**config.mk**
```make
export PLATFORM = sky130hd
export DESIGN_NAME = i2c_io_expander_slave
export DESIGN_NICKNAME = d
export VERILOG_FILES = /design/src/logic/i2c_expander_pkg.sv /design/src/logic/i2c_io_expander_slave.sv
export VERILOG_INCLUDE_DIRS = /design/src /design/src/logic
export SDC_FILE = /design/constraint.sdc
export NUM_CORES = 1
export LEC_CHECK = 0
export BUFFER_PORTS_ARGS = -buffer_cell sky130_fd_sc_hd__buf_2
export CAP_MARGIN = 40
export CELL_PAD_IN_SITES_DETAIL_PLACEMENT = 0
export CELL_PAD_IN_SITES_GLOBAL_PLACEMENT = 1
export CORE_MARGIN = 4
export CORE_UTILIZATION = 53
export CTS_CLUSTER_SIZE = 20
export DETAILED_ROUTE_END_ITERATION = 16
export HOLD_SLACK_MARGIN = 0.1
export PLACE_DENSITY_LB_ADDON = 0.1
export SETUP_SLACK_MARGIN = 0.4
export SLEW_MARGIN = 20
export SYNTH_ARGS = -nofsm -noshare
export SYNTH_HDL_FRONTEND = slang
export SYNTH_SLANG_ARGS = --single-unit
```
**constraint.sdc**
```tcl
create_clock -name clock_i -period 12.8 [get_ports clock_i]
set_clock_uncertainty 0.1 [all_clocks]
set_input_delay 2.56 -clock clock_i [delete_from_list [all_inputs] [get_ports clock_i]]
set_output_delay 2.56 -clock clock_i [all_outputs]
set_load 0.005 [all_outputs]
```
**src/logic/i2c_expander_regs.svh**
```systemverilog
/*
  Register codes, reset values and field positions of the I/O expander.
  Assumes it is included by the package and by the design file.
*/
`ifndef I2C_EXPANDER_REGS_SVH
`define I2C_EXPANDER_REGS_SVH
// ---------------------------------------------------------------
// register codes
// ---------------------------------------------------------------
`define REG_IN_LOW 3'h0
`define REG_IN_HIGH 3'h1
`define REG_OUT_LOW 3'h2
`define REG_OUT_HIGH 3'h3
`define REG_INV_LOW 3'h4
`define REG_INV_HIGH 3'h5
`define REG_DIR_LOW 3'h6
`define REG_DIR_HIGH 3'h7
`define PAIR_IN 2'h0
`define PAIR_OUT 2'h1
`define PAIR_INV 2'h2
`define PAIR_DIR 2'h3
// ---------------------------------------------------------------
// reset values and bus constants
// ---------------------------------------------------------------
`define RST_LATCH 8'hff
`define RST_INVERT 8'h00
`define RST_DIR 8'hff
`define DEV_ADDR_FIXED 4'h4
`define GEN_CALL_ADDR 7'h00
`define BITS_PER_BYTE 4'h8
`define CNT_ZERO 4'h0
`define CNT_ONE 4'h1
// ---------------------------------------------------------------
// synchroniser layout: scl, sda, address select, pins
// ---------------------------------------------------------------
`define SYNC_W 21
`define SYNC_SCL 0
`define SYNC_SDA 1
`define SYNC_ADDR 2
`define SYNC_PINS 5
`define SYNC_RST 21'h000003
`endif

```
**src/logic/i2c_expander_pkg.sv**
```systemverilog
/*
  Types of the I/O expander: bus states and the state record.
  Assumes the register header sits in the include path.
*/
`include "i2c_expander_regs.svh"
package i2c_expander_pkg;
  // gray steps along address, write and read paths
  typedef enum logic [2:0] {
    st_idle = 3'h0,
    st_addr = 3'h1,
    st_ack_addr = 3'h3,
    st_write = 3'h2,
    st_ack_write = 3'h6,
    st_read = 3'h7,
    st_ack_read = 3'h5,
    st_ignore = 3'h4
  } bus_state_e;
  typedef logic [`SYNC_W-1:0] sync_t;
  typedef struct packed {
    sync_t s1;
    sync_t s2;
    sync_t s3;
    sync_t f;
    bus_state_e st;
    logic [3:0] cnt;
    logic [7:0] shift;
    logic [7:0] tx;
    logic rw;
    logic first;
    logic acked;
    logic drive;
    logic [2:0] ptr;
    logic [1:0][7:0] latch;
    logic [1:0][7:0] invert;
    logic [1:0][7:0] dir;
  } expander_state_s;
endpackage

```
**src/logic/i2c_io_expander_slave.sv**
```systemverilog
/*
  Serial slave front end and register file of a 16-bit I/O expander.
  Assumes scl, sda, address select and pins are asynchronous to
  clock_i and much slower than it; sda is open drain, resolved
  outside from sda_oe_n_o.
*/
// Overview of operation
// - input direction turns both pin drivers off, pin floats.
// - output direction drives the pin high or low from its latch.
// - after reset every pin is an input.
// - reset returns every register to its default.
// - start is sda falling with scl high; address reception follows.
// - the general call address is never acknowledged.
// - own address is acknowledged by sda low over the ninth high phase.
// - sda changes only while scl is low; else start or stop.
// - stop is sda rising with scl high; device returns to idle.
// - each byte is eight bits plus one acknowledge bit, any count.
// - transmitter releases sda after the eighth bit for the acknowledge.
// - device acknowledges written bytes; master acks all reads but last.
// - master nack ends a read; device then releases sda.
// - address is 0100 followed by the three select inputs.
// - direction bit 1 reads from the device, 0 writes to it.
// - first written byte after the address is the command.
// - command bytes come only in writes; reads reuse the stored one.
// - reads keep using the stored command until a new one arrives.
// - codes 0-1 input, 2-3 latch, 4-5 polarity, 6-7 direction.
// - latch and direction reset to ones, polarity to zeros.
// - after each data byte the pointer moves to the pair partner.
// - direction bit 1 makes an input, 0 an output.
// - polarity bit 1 inverts the reported input value.
// - input registers show pin levels, ignore writes; latches read back.
`timescale 1ns/1ps
`include "i2c_expander_regs.svh"
module i2c_io_expander_slave (
  input wire logic clock_i,
  input wire logic nrst_i,
  input wire logic clk_en_i,
  input wire logic scl_i,
  input wire logic sda_i,
  output logic sda_o,
  output logic sda_oe_n_o,
  input wire logic addr_select_bit_zero_i,
  input wire logic addr_select_bit_one_i,
  input wire logic addr_select_bit_two_i,
  input wire logic [7:0] low_port_pins_i,
  output logic [7:0] low_port_pins_o,
  output logic [7:0] low_port_pins_oe_n_o,
  input wire logic [7:0] high_port_pins_i,
  output logic [7:0] high_port_pins_o,
  output logic [7:0] high_port_pins_oe_n_o
);
  import i2c_expander_pkg::*;

  // ---------------------------------------------------------------
  // reset release
  // ---------------------------------------------------------------
  logic [1:0] rst_q;
  logic rst_n;

  // two stages so release never lands mid-edge of the state flops
  always_ff @(posedge clock_i or negedge nrst_i) begin
    if (!nrst_i) begin
      rst_q <= 2'h0;
    end else if (clk_en_i) begin
      rst_q <= {rst_q[0], 1'b1};
    end
  end
  assign rst_n = rst_q[1];

  // ---------------------------------------------------------------
  // input filtering and bus events
  // ---------------------------------------------------------------
  expander_state_s cur;
  expander_state_s nxt;
  sync_t raw;
  sync_t agree;
  sync_t filt_next;
  logic scl_now;
  logic scl_new;
  logic sda_now;
  logic sda_new;
  logic scl_rise;
  logic scl_fall;
  logic start_ev;
  logic stop_ev;
  logic [2:0] addr_f;
  logic [15:0] in_level;
  logic addr_hit;
  logic byte_end;
  logic [7:0] rd_value;

  // pins and select lines share the scl/sda chain
  assign raw = {high_port_pins_i, low_port_pins_i,
                addr_select_bit_two_i, addr_select_bit_one_i,
                addr_select_bit_zero_i, sda_i, scl_i};

  // a level counts once stages two and three agree
  assign agree = ~(cur.s2 ^ cur.s3);
  assign filt_next = (cur.s3 & agree) | (cur.f & ~agree);

  assign scl_now = cur.f[`SYNC_SCL];
  assign scl_new = filt_next[`SYNC_SCL];
  assign sda_now = cur.f[`SYNC_SDA];
  assign sda_new = filt_next[`SYNC_SDA];
  assign scl_rise = clk_en_i & ~scl_now & scl_new;
  assign scl_fall = clk_en_i & scl_now & ~scl_new;
  // sda moving under a high scl is a bus condition
  assign start_ev = clk_en_i & scl_now & scl_new & sda_now & ~sda_new;
  assign stop_ev = clk_en_i & scl_now & scl_new & ~sda_now & sda_new;
  assign addr_f = cur.f[`SYNC_ADDR +: 3];
  assign in_level = cur.f[`SYNC_PINS +: 16];
  assign byte_end = scl_fall & (cur.cnt == `BITS_PER_BYTE);

  // fixed upper nibble, select inputs below; general call never hits
  assign addr_hit = (cur.shift[7:1] == {`DEV_ADDR_FIXED, addr_f});

  // ---------------------------------------------------------------
  // read data selection
  // ---------------------------------------------------------------
  // inputs report pin level whatever the direction; latch reads back
  always_comb begin
    case (cur.ptr[2:1])
      `PAIR_IN: begin
        rd_value = cur.ptr[0] ? in_level[15:8] ^ cur.invert[1]
                              : in_level[7:0] ^ cur.invert[0];
      end
      `PAIR_OUT: begin
        rd_value = cur.latch[cur.ptr[0]];
      end
      `PAIR_INV: begin
        rd_value = cur.invert[cur.ptr[0]];
      end
      default: begin
        rd_value = cur.dir[cur.ptr[0]];
      end
    endcase
  end

  // ---------------------------------------------------------------
  // bus state machine and register writes
  // ---------------------------------------------------------------
  always_comb begin
    nxt = cur;
    nxt.s1 = raw;
    nxt.s2 = cur.s1;
    nxt.s3 = cur.s2;
    nxt.f = filt_next;
    case (cur.st)
      st_addr: begin
        if (scl_rise) begin
          nxt.shift = {cur.shift[6:0], sda_new};
          nxt.cnt = cur.cnt + `CNT_ONE;
        end else if (byte_end) begin
          nxt.rw = cur.shift[0];
          nxt.cnt = `CNT_ZERO;
          if (addr_hit) begin
            nxt.st = st_ack_addr;
            nxt.drive = 1'b1;
          end else begin
            nxt.st = st_ignore;
          end
        end
      end
      st_ack_addr: begin
        if (scl_fall) begin
          nxt.cnt = `CNT_ZERO;
          if (cur.rw) begin
            // no command in a read: the stored pointer is used
            nxt.tx = rd_value;
            nxt.drive = ~rd_value[7];
            nxt.st = st_read;
          end else begin
            nxt.drive = 1'b0;
            nxt.first = 1'b1;
            nxt.st = st_write;
          end
        end
      end
      st_write: begin
        if (scl_rise) begin
          nxt.shift = {cur.shift[6:0], sda_new};
          nxt.cnt = cur.cnt + `CNT_ONE;
        end else if (byte_end) begin
          nxt.st = st_ack_write;
          nxt.drive = 1'b1;
          nxt.cnt = `CNT_ZERO;
          if (cur.first) begin
            nxt.first = 1'b0;
            nxt.ptr = cur.shift[2:0];
          end else begin
            nxt.ptr[0] = ~cur.ptr[0];
            case (cur.ptr[2:1])
              `PAIR_OUT: begin
                nxt.latch[cur.ptr[0]] = cur.shift;
              end
              `PAIR_INV: begin
                nxt.invert[cur.ptr[0]] = cur.shift;
              end
              `PAIR_DIR: begin
                nxt.dir[cur.ptr[0]] = cur.shift;
              end
              default: begin
                nxt.ptr[0] = ~cur.ptr[0];
              end
            endcase
          end
        end
      end
      st_ack_write: begin
        if (scl_fall) begin
          nxt.drive = 1'b0;
          nxt.st = st_write;
        end
      end
      st_read: begin
        if (scl_rise) begin
          nxt.cnt = cur.cnt + `CNT_ONE;
        end else if (byte_end) begin
          // release for the master's acknowledge slot
          nxt.drive = 1'b0;
          nxt.ptr[0] = ~cur.ptr[0];
          nxt.cnt = `CNT_ZERO;
          nxt.st = st_ack_read;
        end else if (scl_fall) begin
          nxt.tx = {cur.tx[6:0], 1'b0};
          nxt.drive = ~cur.tx[6];
        end
      end
      st_ack_read: begin
        if (scl_rise) begin
          nxt.acked = ~sda_new;
        end else if (scl_fall) begin
          if (cur.acked) begin
            nxt.tx = rd_value;
            nxt.drive = ~rd_value[7];
            nxt.st = st_read;
          end else begin
            nxt.st = st_ignore;
          end
        end
      end
      default: begin
        nxt.drive = 1'b0;
      end
    endcase
    // bus conditions override any byte in progress
    if (start_ev) begin
      nxt.st = st_addr;
      nxt.cnt = `CNT_ZERO;
      nxt.drive = 1'b0;
    end
    if (stop_ev) begin
      nxt.st = st_idle;
      nxt.drive = 1'b0;
    end
  end

  // all state but the reset stages in one record; clock enable freezes it
  always_ff @(posedge clock_i or negedge rst_n) begin
    if (!rst_n) begin
      cur <= '0;
      cur.s1 <= `SYNC_RST;
      cur.s2 <= `SYNC_RST;
      cur.s3 <= `SYNC_RST;
      cur.f <= `SYNC_RST;
      cur.latch <= {2{`RST_LATCH}};
      cur.invert <= {2{`RST_INVERT}};
      cur.dir <= {2{`RST_DIR}};
    end else if (clk_en_i) begin
      cur <= nxt;
    end
  end

  // ---------------------------------------------------------------
  // pin and bus drivers
  // ---------------------------------------------------------------
  // open drain: only ever pull low
  assign sda_o = 1'b0;
  assign sda_oe_n_o = ~cur.drive;
  // direction one floats the pin, zero drives the latch level
  assign low_port_pins_oe_n_o = cur.dir[0];
  assign high_port_pins_oe_n_o = cur.dir[1];
  assign low_port_pins_o = cur.latch[0] & ~cur.dir[0];
  assign high_port_pins_o = cur.latch[1] & ~cur.dir[1];
endmodule

```
# == Yosys cells after proc, flatten, opt, wreduce, memory -nomap -nowiden ==
# Index checks and enable logic that the tools add are counted.
# word_totals
regBits,163
# op_classes
order_cmp,2
n_eq_ne,40
reduce_logical,21
n_addsub,1
muxes,73
n_bitwise,32
# ops
op,count
2-to-1 mux 52 bit,2
2-to-1 mux 7 bit,13
2-to-1 mux 8 bit,8
"inequality test 4 bit, second input constant",15
bitwise mux 16 bit,3
2-to-1 mux 16 bit,3
2-to-1 mux 48 bit,1
AND 21 bit,2
NOT 21 bit,2
AND reduction 6 bit,6
2-to-1 mux 3 bit,9
"inequality test 2 bit, second input constant",12
one-hot mux 8 bit (3 select lines),1
2-to-1 mux 1 bit,21
OR 21 bit,1
one-hot mux 7 bit (3 select lines),1
bitwise XOR 21 bit,1
one-hot mux 3 bit (6 select lines),1
AND 8 bit,2
NOT 8 bit,2
one-hot mux 4 bit (4 select lines),1
bitwise XOR 8 bit,2
AND reduction 13 bit,1
2-to-1 mux 4 bit,3
30 further kinds,56

# == Depth between registers and ports, before layout ==
# depth
ltp_word,13
mapped_depth,8

# == Worst setup path before layout ==
# Ideal clock, no wire load.
# synth_path
path_kind,flip-flop to flip-flop
start,register rst_q[1] (netlist name)
end,register rst_q[1]
t_required_ns,12.609
arrival_time_ns,4.291
slack_ns,8.318
path_stages_with_launch,2
path_buffers,0
synth_period_minus_slack_ns,4.482
cell_sequence,dfrtp_1 > mux2_2
# synth_lines
element,line,text
end signal: assignment,i2c_io_expander_slave.sv:65,"rst_q <= {rst_q[0], 1'b1};"
end: declaration,i2c_io_expander_slave.sv:57,logic [1:0] rst_q;

==> results_dict.tcl <==
set metrics [dict create \
    rsz0062_at_grt "false" \
    synth_area_leaders "dfrtp_1 (39%), mux2_2 (17%), dfstp_2 (13%), a21oi_1 (3.9%), nand2b_1 (1.9%)" \
    finalSetupViolations 0 \
    ys_seq_area_frac 0.5172 \
    startpoint_type "input pin" \
    grt_pass1_wl_um 27720 \
    drive_gt1_frac 0.3733 \
    critPathArrivalTime_ps 4720 \
    clkSinkCount 163 \
    post_cts_resized 0 \
    portBuffers 56 \
    globalplace.congestion 0.8644 \
    reg2reg_slack_ps 9880 \
    p_per_area_mw_per_mm2 147.3 \
    critical_path.slowest_cell "or4_1" \
    synth_top_cell_by_area "dfrtp_1" \
    drt_drc_violations_left 0 \
    hold_viol_final 0 \
    vias_per_cell 5.945 \
    relSlewSlack 0.5357 \
    fmax_mhz 221.7 \
    critPathMaxFanout 11 \
    placedCellCount 877 \
    start_util 0.5451 \
    cts_hold_buf 0 \
    startpoint "clk_en_i" \
    grt_use_total 0.2104 \
    period_share 0.3524 \
    synth_area_mm2 0.007983 \
    wl_um 16790 \
    cts-htree-levels 4 \
    coreArea_mm2 0.01464 \
    route.detailed.wl_per_inst_um 18.45 \
    synth_flop_cell "dfrtp_1" \
    r2r_start "cur[77]" \
    antenna_left 0 \
    dp_hpwl_um 11640 \
    fin_crit_ps 4511 \
    crit_required_ps 13010 \
    crit_path_end_kind "flip-flop" \
    syn_area_per_cell_um2 11.65 \
    cap_violations 0 \
    yosys_warnings 0 \
    die_h_um 130.7 \
    seqCellArea_mm2 0.004133 \
    numCtsBuffers 17 \
    row_count 44 \
    clk_path_buf_depth 2 \
    firstDrtPassIters 5 \
    grt_pass1_vias 5271 \
    antenna_found_initial 0 \
    postCtsSetupBuffers 0 \
    hp-class "reg -> async" \
    synth_edf_count 0 \
    area_growth_pct 11.87 \
    path_clk_slew_ps 60 \
    path_class "in -> reg" \
    cts_tree "done" \
    cts-root-buf "clkbuf_16" \
    multiInputGateArea_mm2 0.003525 \
    worstMarginPinSlew_ps 687.0 \
    ys_seq_elements 163 \
    dieArea_mm2 0.01709 \
    fin_util 0.6098 \
    syn_nets 711 \
    path_delay_family "simple AND/OR/NAND/NOR gates" \
    yosys.area.top_type_share 0.3856 \
    dieWidth_um 130.7 \
    syn_inst 685 \
    worstRegToRegCells 5 \
    grt_max_degree 61 \
    synthArstFlopShare 1.000 \
    max_stage_delay_ps 710 \
    gr-total-overflow 0 \
    diodes 0 \
    path_buf_inv 1 \
    pin_count 58 \
    status "finished, final reports clean" \
    fin_tns_setup_ps 0 \
    clkLatencyLatePin_ps 420 \
    fillers 1161 \
    drt_iter0_drc 409 \
    instances_no_fill 910 \
    ir_worst_vdd_uv 154.6 \
    finalMaxSlewViolations 0 \
    cp_cell_sequence "buf_4 -> nand4bb_4 -> nor4_4 -> nand2_2 -> or4_1 -> mux2_4" \
    final_nets 739 \
    vias 5410 \
    yosysUniqueCellTypes 63 \
    cellLeakagePower_nw 3.793 \
]
[synthesized netlist by cell type, types with 8 or more instances]
library cell / n
a211oi_1: 12
a21oi_1: 62
buf_1: 9
buf_4: 17
clkbuf_1: 29
dfrtp_1: 123
dfstp_2: 40
inv_1: 8
mux2_2: 117
mux2_4: 8
mux2i_1: 13
nand2_1: 17
nand2b_1: 24
nand3_1: 12
nor2_1: 38
nor2b_1: 18
nor3_1: 10
o211ai_1: 14
o21ai_0: 22
o31ai_1: 9
[per-stage QoR]
step / power, mW / instance area, um^2 / hold WS (ps) / worst slack, ps
after floorplan: 0.7819 / 7983 / 330.5 / 7876
after global placement: 0.8216 / 8230 / 343.6 / 7900
after detailed placement: 0.8358 / 8351 / 154.1 / 7843
after CTS: 1.328 / 8915 / 158.9 / 8293
after global routing: 1.382 / 8930 / 179.2 / 8188
final: 1.315 / 8930 / 143.5 / 8289
[cell type report]
class | instances | share of cell area
clock inverter | 10 | 0.01121
tap | 184 | 0.02578
inverter | 10 | 0.004203
timing repair buffer | 67 | 0.04932
sequential | 163 | 0.4628
multi-input combinational | 454 | 0.3947
clock buffer | 22 | 0.05198
[power by group]
group          switching, mW  total, mW  leakage (nW)  internal [mW]
sequential            0.0857      0.667          1.88          0.581
combinational         0.0666      0.160          1.64         0.0930
clock                  0.208      0.489         0.269          0.280
[per-layer routing]
| layer | up-vias | global-route usage | part of all wire |
|---|---|---|---|
| li1 | 2543 | - | - |
| met4 | 0 | 0.06897 | 0.020 |
| met3 | 27 | 0.04553 | 0.050 |
| met2 | 127 | 0.3236 | 0.47 |
| met5 | - | 0 | 0 |
| met1 | 2713 | 0.2998 | 0.46 |
[cells by family (layout without fill, tap and decap cells)]
family,Yosys count,after routing,synth area share
adder cells (fa/ha/maj),3,3,0.004388
flip-flops,163,163,0.5172
buffers and inverters,68,109,0.04122
XOR/XNOR,6,6,0.006583
AO/OA/AOI/OAI,151,151,0.1198
multiplexers,138,138,0.1964
AND/OR/NAND/NOR,155,155,0.1140
other,1,1,0.0004698
[cells in the final DEF, fill, tap and decap left out, types with 4 or more instances in the layout]
cell type,n
dfrtp_1,122
mux2_2,117
a21oi_1,62
buf_2,55
dfstp_2,40
nor2_1,38
nand2b_1,24
o21ai_0,21
nor2b_1,18
nand2_1,17
clkbuf_16,17
o211ai_1,14
mux2i_1,13
nand3_1,12
a211oi_1,12
nor3_1,10
o31ai_1,9
inv_1,8
mux2_4,8
nand3b_1,6
nand4_1,6
buf_4,6
a31oi_1,4
nor3b_1,4
xnor2_1,4
a41o_1,4
[worst max-delay path by stage]
stage	to	slack (ps)	cells after the start
after CTS	flip-flop	8290	6
after global routing	flip-flop	8190	6
after floorplan	asynchronous set/reset pin	7880	0
after global placement	flip-flop	7900	6
final	flip-flop	8290	6
after detailed placement	flip-flop	7840	6
Power figures use the tool's default switching activity.
